===== src/inc/pms_defs.vh =====
// Purpose: constants for the management serial slave and its control regs
// Assumes: management clock sampled by core_clk, data sampled on its rise
// Notes: register offsets are management register addresses
// Function
// - Frame is 32 ones preamble, start 01, opcode, address 00AAA, register.
// - Read turnaround Z then 0, then 16 data bits; write uses 10.
// - Answer own address 0..7 and broadcast address 0 by default.
// - Broadcast off by strap at reset or control bit 9 of 16h.
// - Own management address 0..7 comes from three strap inputs.
// - Registers are 16 bits; 0..8 standard, higher ones extended.
// - Interrupt enables in 1Bh bits 15..8 gate each condition onto output.
// - Status bits 7..0 of 1Bh record conditions; reading 1Bh clears them.
// - Bit 9 of 1Fh selects interrupt polarity, active low by default.
// - Automatic crossover on by default; 1 in 1Fh bit 13 disables.
// - With crossover off, 1Fh bit 14 forces straight or crossed pairs.
// - Local loopback returns MAC transmit frames to MAC receive path.
// - 1Fh bit 3 set disables line transmitter, clear re-enables it.
// - 1Fh bit 2 enables remote loopback, valid only at 100 full duplex.
// - Remote loopback sends line frames back to the line partner.
// - 1Dh bit 15 starts diagnostic, reads 1 while running, self-clears.
// - Result in 1Dh bits 14..13: normal, open, short, failed.
// - Report 11 without test when line partner cannot be silenced.
// - Nine-bit fault distance count in 1Dh bits 8..0, times 0.38.
`ifndef PMS_DEFS_VH
`define PMS_DEFS_VH
`define PMS_REG_BCTL 5'h00
`define PMS_REG_OMO 5'h16
`define PMS_REG_ICS 5'h1B
`define PMS_REG_CDC 5'h1D
`define PMS_REG_PC2 5'h1F
`define PMS_BCTL_RST 16'h3100
`define PMS_OMO_RST 16'h0000
`define PMS_PC2_RST 16'h0000
`define PMS_OMO_BCOFF 9
`define PMS_PC2_MDIX 14
`define PMS_PC2_AUTOOFF 13
`define PMS_PC2_IRQPOL 9
`define PMS_PC2_TXOFF 3
`define PMS_PC2_RLB 2
`define PMS_BCTL_LLB 14
`define PMS_BCTL_SPD 13
`define PMS_BCTL_ANEN 12
`define PMS_BCTL_FDX 8
`define PMS_CDC_START 15
`define PMS_PRE_LEN 6'h20
`define PMS_OP_RD 2'h2
`define PMS_OP_WR 2'h1
`define PMS_CD_FAIL 2'h3
`define PMS_CD_TIME_US 100
`endif


===== src/rtl/pms_ctrl.v =====
// Purpose: management serial slave with interrupt, crossover, loopback,
//   transmitter and cable diagnostic control registers
// Assumes: mgmt_clk and mgmt_data_in asynchronous, sampled by core_clk
// Notes: diagnostic analog engine is external: start pulse, done, result
`include "pms_defs.vh"
module pms_ctrl #(
  parameter CD_CYCLES = 2000
) (
  input wire core_clk,
  input wire rst,
  input wire mgmt_clk,
  input wire mgmt_data_in,
  output reg mgmt_data_out,
  output reg mgmt_data_oe,
  input wire [2:0] address_strap_pins,
  input wire broadcast_disable_strap,
  input wire [7:0] irq_events,
  input wire link_100_fdx,
  input wire partner_silenced,
  input wire cd_done,
  input wire [1:0] cd_result,
  input wire [8:0] cd_distance,
  output reg irq_out,
  output reg mdix_sel,
  output reg tx_disable,
  output reg local_loopback,
  output reg remote_loopback,
  output reg cd_start,
  output reg [15:0] bctl_out
);
  // Frame states
  localparam ST_PRE = 3'h0;
  localparam ST_HDR = 3'h1;
  localparam ST_TA = 3'h2;
  localparam ST_RD = 3'h3;
  localparam ST_WR = 3'h4;
  localparam ST_SKIP = 3'h5;

  reg clk_s1_reg, clk_s2_reg, clk_s3_reg;
  reg dat_s1_reg, dat_s2_reg;
  reg [2:0] st_reg;
  reg [5:0] cnt_reg;
  reg [13:0] hdr_reg;
  reg [15:0] sh_reg;
  reg hit_reg;
  reg [2:0] addr_reg;
  reg bcoff_strap_reg;
  reg strap_done_reg;
  reg [15:0] bctl_reg;
  reg [15:0] omo_reg;
  reg [15:0] pc2_reg;
  reg [7:0] ien_reg;
  reg [7:0] ist_reg;
  reg cd_run_reg;
  reg [1:0] cd_res_reg;
  reg [8:0] cd_dist_reg;
  reg [15:0] cd_tmo_reg;
  reg mdix_auto_reg;
  wire rise;
  wire fall;
  wire [4:0] ra;
  wire bcast_on;
  wire [15:0] rdata;
  wire wr_now;
  wire rd_ics;

  // Register read mux
  function [15:0] pms_read;
    input [4:0] a;
    input [15:0] b, o, p;
    input [7:0] en, st;
    input run;
    input [1:0] res;
    input [8:0] d;
    begin
      case (a)
        `PMS_REG_BCTL: pms_read = b;
        `PMS_REG_OMO: pms_read = o;
        `PMS_REG_ICS: pms_read = {en, st};
        `PMS_REG_CDC: pms_read = {run, res, 4'h0, d};
        `PMS_REG_PC2: pms_read = p;
        default: pms_read = 16'h0000;
      endcase
    end
  endfunction

  // Two-flop synchronisers plus edge history
  always @(posedge core_clk or posedge rst) begin
    if (rst) begin
      clk_s1_reg <= 1'b0;
      clk_s2_reg <= 1'b0;
      clk_s3_reg <= 1'b0;
      dat_s1_reg <= 1'b1;
      dat_s2_reg <= 1'b1;
    end else begin
      clk_s1_reg <= mgmt_clk;
      clk_s2_reg <= clk_s1_reg;
      clk_s3_reg <= clk_s2_reg;
      dat_s1_reg <= mgmt_data_in;
      dat_s2_reg <= dat_s1_reg;
    end
  end

  assign rise = clk_s2_reg & ~clk_s3_reg;
  assign fall = ~clk_s2_reg & clk_s3_reg;
  assign ra = hdr_reg[4:0];
  assign bcast_on = ~bcoff_strap_reg & ~omo_reg[`PMS_OMO_BCOFF];
  assign rdata = pms_read(ra, bctl_reg, omo_reg, pc2_reg, ien_reg,
    ist_reg, cd_run_reg, cd_res_reg, cd_dist_reg);
  assign wr_now = rise && st_reg == ST_WR && cnt_reg == 6'h0F && hit_reg;
  // Opcode sits at 11..10 once all 13 header bits are shifted in
  assign rd_ics = rise && st_reg == ST_TA && cnt_reg == 6'h01 &&
    hdr_reg[11:10] == `PMS_OP_RD && hit_reg && ra == `PMS_REG_ICS;

  // Strap capture after reset release
  always @(posedge core_clk or posedge rst) begin
    if (rst) begin
      strap_done_reg <= 1'b0;
      addr_reg <= 3'h0;
      bcoff_strap_reg <= 1'b0;
    end else if (!strap_done_reg) begin
      strap_done_reg <= 1'b1;
      addr_reg <= address_strap_pins;
      bcoff_strap_reg <= broadcast_disable_strap;
    end
  end

  // Frame receive and transmit engine
  always @(posedge core_clk or posedge rst) begin
    if (rst) begin
      st_reg <= ST_PRE;
      cnt_reg <= 6'h00;
      hdr_reg <= 14'h0000;
      sh_reg <= 16'h0000;
      hit_reg <= 1'b0;
      mgmt_data_out <= 1'b0;
      mgmt_data_oe <= 1'b0;
    end else begin
      if (rise) begin
        case (st_reg)
          ST_PRE: begin
            // Count ones, accept 01 start after full preamble
            if (dat_s2_reg) begin
              if (cnt_reg != 6'h3F)
                cnt_reg <= cnt_reg + 6'h01;
            end else if (cnt_reg >= `PMS_PRE_LEN) begin
              st_reg <= ST_HDR;
              cnt_reg <= 6'h00;
            end else
              cnt_reg <= 6'h00;
          end
          ST_HDR: begin
            // Start one bit, opcode, phy address, register address
            hdr_reg <= {hdr_reg[12:0], dat_s2_reg};
            cnt_reg <= cnt_reg + 6'h01;
            if (cnt_reg == 6'h00 && !dat_s2_reg) begin
              st_reg <= ST_PRE;
              cnt_reg <= 6'h00;
            end else if (cnt_reg == 6'h0C) begin
              st_reg <= ST_TA;
              cnt_reg <= 6'h00;
              // Address 00AAA, own or broadcast 0; last bit not in yet
              hit_reg <= hdr_reg[8:7] == 2'h0 &&
                (hdr_reg[6:4] == addr_reg ||
                 (bcast_on && hdr_reg[6:4] == 3'h0));
            end
          end
          ST_TA: begin
            cnt_reg <= cnt_reg + 6'h01;
            if (cnt_reg == 6'h01) begin
              cnt_reg <= 6'h00;
              sh_reg <= rdata;
              if (hdr_reg[11:10] == `PMS_OP_RD && hit_reg)
                st_reg <= ST_RD;
              else if (hdr_reg[11:10] == `PMS_OP_WR)
                st_reg <= ST_WR;
              else
                st_reg <= ST_SKIP;
            end
          end
          ST_RD: begin
            cnt_reg <= cnt_reg + 6'h01;
            sh_reg <= {sh_reg[14:0], 1'b0};
            if (cnt_reg == 6'h0F) begin
              st_reg <= ST_PRE;
              cnt_reg <= 6'h00;
            end
          end
          ST_WR: begin
            sh_reg <= {sh_reg[14:0], dat_s2_reg};
            cnt_reg <= cnt_reg + 6'h01;
            if (cnt_reg == 6'h0F) begin
              st_reg <= ST_PRE;
              cnt_reg <= 6'h00;
            end
          end
          ST_SKIP: begin
            cnt_reg <= cnt_reg + 6'h01;
            if (cnt_reg == 6'h0F) begin
              st_reg <= ST_PRE;
              cnt_reg <= 6'h00;
            end
          end
          default: begin
            st_reg <= ST_PRE;
            cnt_reg <= 6'h00;
          end
        endcase
      end
      // Drive on falling edge: turnaround 0, then data MSB first
      if (fall) begin
        if (st_reg == ST_TA && cnt_reg == 6'h01 && hit_reg &&
            hdr_reg[11:10] == `PMS_OP_RD) begin
          mgmt_data_oe <= 1'b1;
          mgmt_data_out <= 1'b0;
        end else if (st_reg == ST_RD) begin
          mgmt_data_oe <= 1'b1;
          mgmt_data_out <= sh_reg[15];
        end else begin
          mgmt_data_oe <= 1'b0;
          mgmt_data_out <= 1'b0;
        end
      end
    end
  end

  // Control registers and write decode
  always @(posedge core_clk or posedge rst) begin
    if (rst) begin
      bctl_reg <= `PMS_BCTL_RST;
      omo_reg <= `PMS_OMO_RST;
      pc2_reg <= `PMS_PC2_RST;
      ien_reg <= 8'h00;
    end else if (wr_now) begin
      case (ra)
        `PMS_REG_BCTL: bctl_reg <= {sh_reg[14:0], dat_s2_reg};
        `PMS_REG_OMO: omo_reg <= {sh_reg[14:0], dat_s2_reg};
        `PMS_REG_ICS: ien_reg <= sh_reg[14:7];
        `PMS_REG_PC2: pc2_reg <= {sh_reg[14:0], dat_s2_reg};
        default: ien_reg <= ien_reg;
      endcase
    end
  end

  // Sticky status, new event wins over read clear
  always @(posedge core_clk or posedge rst) begin
    if (rst)
      ist_reg <= 8'h00;
    else
      ist_reg <= (rd_ics ? 8'h00 : ist_reg) | irq_events;
  end

  // Cable diagnostic sequencer
  always @(posedge core_clk or posedge rst) begin
    if (rst) begin
      cd_run_reg <= 1'b0;
      cd_res_reg <= 2'h0;
      cd_dist_reg <= 9'h000;
      cd_tmo_reg <= 16'h0000;
      cd_start <= 1'b0;
    end else begin
      cd_start <= 1'b0;
      if (wr_now && ra == `PMS_REG_CDC && sh_reg[14] && !cd_run_reg) begin
        if (!partner_silenced) begin
          cd_res_reg <= `PMS_CD_FAIL;
          cd_dist_reg <= 9'h000;
        end else begin
          cd_run_reg <= 1'b1;
          cd_start <= 1'b1;
          cd_tmo_reg <= CD_CYCLES[15:0];
        end
      end else if (cd_run_reg) begin
        cd_tmo_reg <= cd_tmo_reg - 16'h0001;
        if (cd_done) begin
          cd_run_reg <= 1'b0;
          cd_res_reg <= cd_result;
          cd_dist_reg <= cd_distance;
        end else if (cd_tmo_reg == 16'h0000) begin
          cd_run_reg <= 1'b0;
          cd_res_reg <= `PMS_CD_FAIL;
        end
      end
    end
  end

  // Crossover, loopback, transmitter and interrupt outputs
  always @(posedge core_clk or posedge rst) begin
    if (rst) begin
      mdix_auto_reg <= 1'b0;
      mdix_sel <= 1'b0;
      tx_disable <= 1'b0;
      local_loopback <= 1'b0;
      remote_loopback <= 1'b0;
      irq_out <= 1'b1;
      bctl_out <= `PMS_BCTL_RST;
    end else begin
      // Auto mode alternates pairs on each event bit 0 pulse
      if (irq_events[0])
        mdix_auto_reg <= ~mdix_auto_reg;
      mdix_sel <= pc2_reg[`PMS_PC2_AUTOOFF] ?
        pc2_reg[`PMS_PC2_MDIX] : mdix_auto_reg;
      tx_disable <= pc2_reg[`PMS_PC2_TXOFF];
      local_loopback <= bctl_reg[`PMS_BCTL_LLB];
      remote_loopback <= pc2_reg[`PMS_PC2_RLB] & link_100_fdx;
      irq_out <= (|(ien_reg & ist_reg)) ~^
        pc2_reg[`PMS_PC2_IRQPOL];
      bctl_out <= bctl_reg;
    end
  end
endmodule


===== config.mk =====
export PLATFORM = sky130hd
export DESIGN_NAME = pms_ctrl
export DESIGN_NICKNAME = d
export VERILOG_FILES = /design/src/rtl/pms_ctrl.v
export VERILOG_INCLUDE_DIRS = /design/src /design/src/inc
export SDC_FILE = /design/constraint.sdc
export NUM_CORES = 1
export LEC_CHECK = 0
export BUFFER_PORTS_ARGS = -buffer_cell sky130_fd_sc_hd__clkbuf_2
export CAP_MARGIN = 20
export CORE_MARGIN = 3
export CORE_UTILIZATION = 51
export DETAILED_ROUTE_END_ITERATION = 12
export PLACE_DENSITY = 0.69
export SLEW_MARGIN = 0
export SYNTH_ARGS = -nofsm -noshare
export SYNTH_HDL_FRONTEND = slang
export SYNTH_SLANG_ARGS = --single-unit

===== constraint.sdc =====
create_clock -name core_clk -period 6.55 [get_ports core_clk]
set_clock_uncertainty 0.05 [all_clocks]
set_input_delay 0.3275 -clock core_clk [delete_from_list [all_inputs] [get_ports core_clk]]
set_output_delay 0.3275 -clock core_clk [all_outputs]
set_load 0.005 [all_outputs]

==> results.toml <==
[synth]
ys_types = 62
synth-seq-area-share_pct = 56.95
syn_area_per_cell_um2 = 11.81
synth_fp_nets = 647
synth_ff_type = "dfrtp_1"
syn_inst = 612
yosys_warnings = 0
synthArstFlopShare_pct = 100.0
ys_ff_latch = 164
synth_common_cells = "dfrtp_1, mux2_2, nand2_1"
synth-edff-count = 0
synth_area_um2 = 7226
yosysTopAreaCell = "dfrtp_1"
synth_top_cell_area_share_pct = 53.68
synthTopCellsByArea = "dfrtp_1, mux2_2, dfstp_2"
synth.most_common_cell = "dfrtp_1"

[cts]
cts_made_buffers = 17
clk_path_buf_depth = 2
root_buffer = "clkbuf_16"
clkLatencyLatePin_ns = 0.42
cts_setup_buffers = 0
h-tree-depth = 4
cts_tree = "done"
clock-sinks = 164
path_clk_slew_ns = 0.07

[setup_path]
crit_required_ns = 6.80
reg2reg_slack_ns = 3.47
r2r-end = "bctl_reg[1]"
path_buf_inv = 0
path_cells = "or4_1, nor2_2, nand2_1, mux2_2"
critPathMaxFanout = 20
worstPathArrival_ns = 3.34
cp_slowest_cell = "nand2_1"
slowest_delay_ns = 0.73
rr_startpoint = "hdr_reg[0]"
path_class = "flop to flop"
worst_setup_path_end_kind = "flop"
worst-path-stages = 4
cp-start-kind = "flop"
crit_end = "bctl_reg[1]"
rr_worst_depth = 4
crit_family = "simple AND/OR/NAND/NOR gates"
cp-startpoint = "hdr_reg[0]"

[power_and_ir_drop]
ir_drop_mv = 0.1874
seq_power_share_pct = 48.8
leakage_nw = 3.804
switching_share_pct = 21.92
internal-power_mw = 1.718
p_comb_share_pct = 4.6
power.switching_uw = 482.5
p_clk_share_pct = 46.6
pwr_density_cell_nw_per_um2 = 266.7

[route]
dr.pass1.iters = 4
remaining_drc_errors = 0
dr_total_vias = 4914
via_per_inst = 5.809
drt_iter0_markers = 335
wl_per_cell_um = 18.40
ant_nets = 0
routed_wl_um = 15560

[timing]
slew_headroom_pct = 37.09
finalMaxSlewViolations = 0
holdWs_ns = -0.01205
hold_viol_final = 19
layout_min_cycle_time_ns = 3.082
setup_viol = 0
fin_setup_tns_ns = 0
fmaxAchievable_ghz = 0.3244
rsz0062_at_grt = "no"
timing.final.crit_share_pct = 47.06
tightest_slew_ns = 0.9437

[finish]
synthToLayoutAreaGrowth_pct = 14.20
nFillCells = 1096
antenna_cells = 0
drive_gt1_share_pct = 26.87
layout.nets = 692

[placement]
hpwl_um = 10490
gp_congestion = 0.8253
port-buffer-count = 53

[global_routing]
grt_usage_pct = 20.75
overflow = 0
grt_max_degree = 84
grt_pass1_wl_um = 26250
first_global_vias = 5109
antenna_found_initial = 0

[floorplan]
die_x_um = 125.0
initial_core_util_pct = 53.29
die_area_um2 = 15630
die_h_um = 125.0
io_pins = 54
core_area_um2 = 13560
rows = 42

[run]
cap_violations = 0

[worst_hold_path]
hold_path_class = "input pin to async pin"

[status]
status = "finished, violations left"
violations = "negative hold slack"
-- layout make-up --
| class | instances | area, um^2 | area share (%) |
|---|---|---|---|
| Sequential cell | 164 | 4115 | 49.87 |
| Timing Repair Buffer | 59 | 335.3 | 4.064 |
| Clock inverter | 11 | 148.9 | 1.804 |
| Multi-Input combinational cell | 402 | 2908 | 35.24 |
| Clock buffer | 21 | 470.5 | 5.701 |
| Tap cell | 176 | 220.2 | 2.669 |
| Inverter | 13 | 53.80 | 0.6520 |
-- stage by stage --
step                      setup slack, ns  instances  total power, mW  instance area, um^2  util, %
after global placement              3.557        810            1.184                 7577    55.89
after CTS                           3.438        845            2.224                 8224    60.66
after floorplan                     1.754        612            1.156                 7226        -
after detailed placement            3.444        811            1.190                 7585    55.94
after global routing                3.235        846            2.291                 8252    60.86
final                               3.468        846            2.201                 8252    60.86
-- kinds of logic after synthesis --
| family | after synthesis | synth area share, % |
|---|---|---|
| flip-flops | 164 | 56.95 |
| buffers and inverters | 46 | 2.805 |
| multiplexers | 78 | 12.10 |
| AND/OR/NAND/NOR | 156 | 11.20 |
| adder cells (fa/ha/maj) | 5 | 0.8658 |
| XOR/XNOR | 18 | 2.182 |
| AO/OA/AOI/OAI | 144 | 13.84 |
| other | 1 | 0.05190 |
-- power by group through the flow --
stage	registers (mW)	clock network (mW)	logic [mW]
5_1_grt	1.08	1.10	0.116
3_3_place_gp	1.09	0	0.0944
4_1_cts	1.07	1.05	0.101
6_report	1.07	1.03	0.101
2_1_floorplan	1.08	0	0.0748
3_5_place_dp	1.09	0	0.0984
-- how the worst min path moves through the flow --
| stage | to | cells past startpoint | from |
|---|---|---|---|
| after floorplan | clk_s2_reg | 0 | clk_s1_reg |
| after global placement | clk_s2_reg | 0 | clk_s1_reg |
| after detailed placement | clk_s2_reg | 0 | clk_s1_reg |
| after CTS | bctl_reg[3] | 2 | rst |
| after global routing | ist_reg[6] | 2 | irq_events[6] |
| final | cd_dist_reg[5] | 2 | rst |
-- cell usage in the layout (no fill, tap or decap), types with 4 or more instances in the layout --
cell and instances:
a21o_1 12, a21oi_1 20, a22o_1 19, a22oi_1 27, a31oi_1 12, a32oi_1 5
and2_1 6, and3_1 4, clkbuf_16 17, clkbuf_2 53, dfrtp_1 155, dfstp_2 9
ha_1 5, inv_1 11, mux2_1 4, mux2_2 71, nand2_1 43, nand2b_1 7
nand3_1 9, nand4_1 7, nor2_1 35, nor2b_1 4, nor3_1 9, o21ai_0 18
o21ai_1 8, or3_1 5, or4_1 5, xnor2_1 10, xor2_1 8
-- metal layers --
metal  share of wire [%]  vias up  global-route usage (%)  wire, um
met4                0.79        0                   6.505       123
met2                  47      116                   32.36      7358
met5                   0        -                       0         0
li1                    -     2316                       -         -
met1                  48     2473                   29.22      7414
met3                 4.3        9                   4.776       667
-- timing repair --
| action | 4_1_cts | 5_1_grt |
|---|---|---|
| gates resized for setup | 0 | 0 |
| hold buffers | 2 | 0 |
| hold endpoints to repair | 2 | 0 |
No activity file was read; power rests on OpenSTA's default activity.
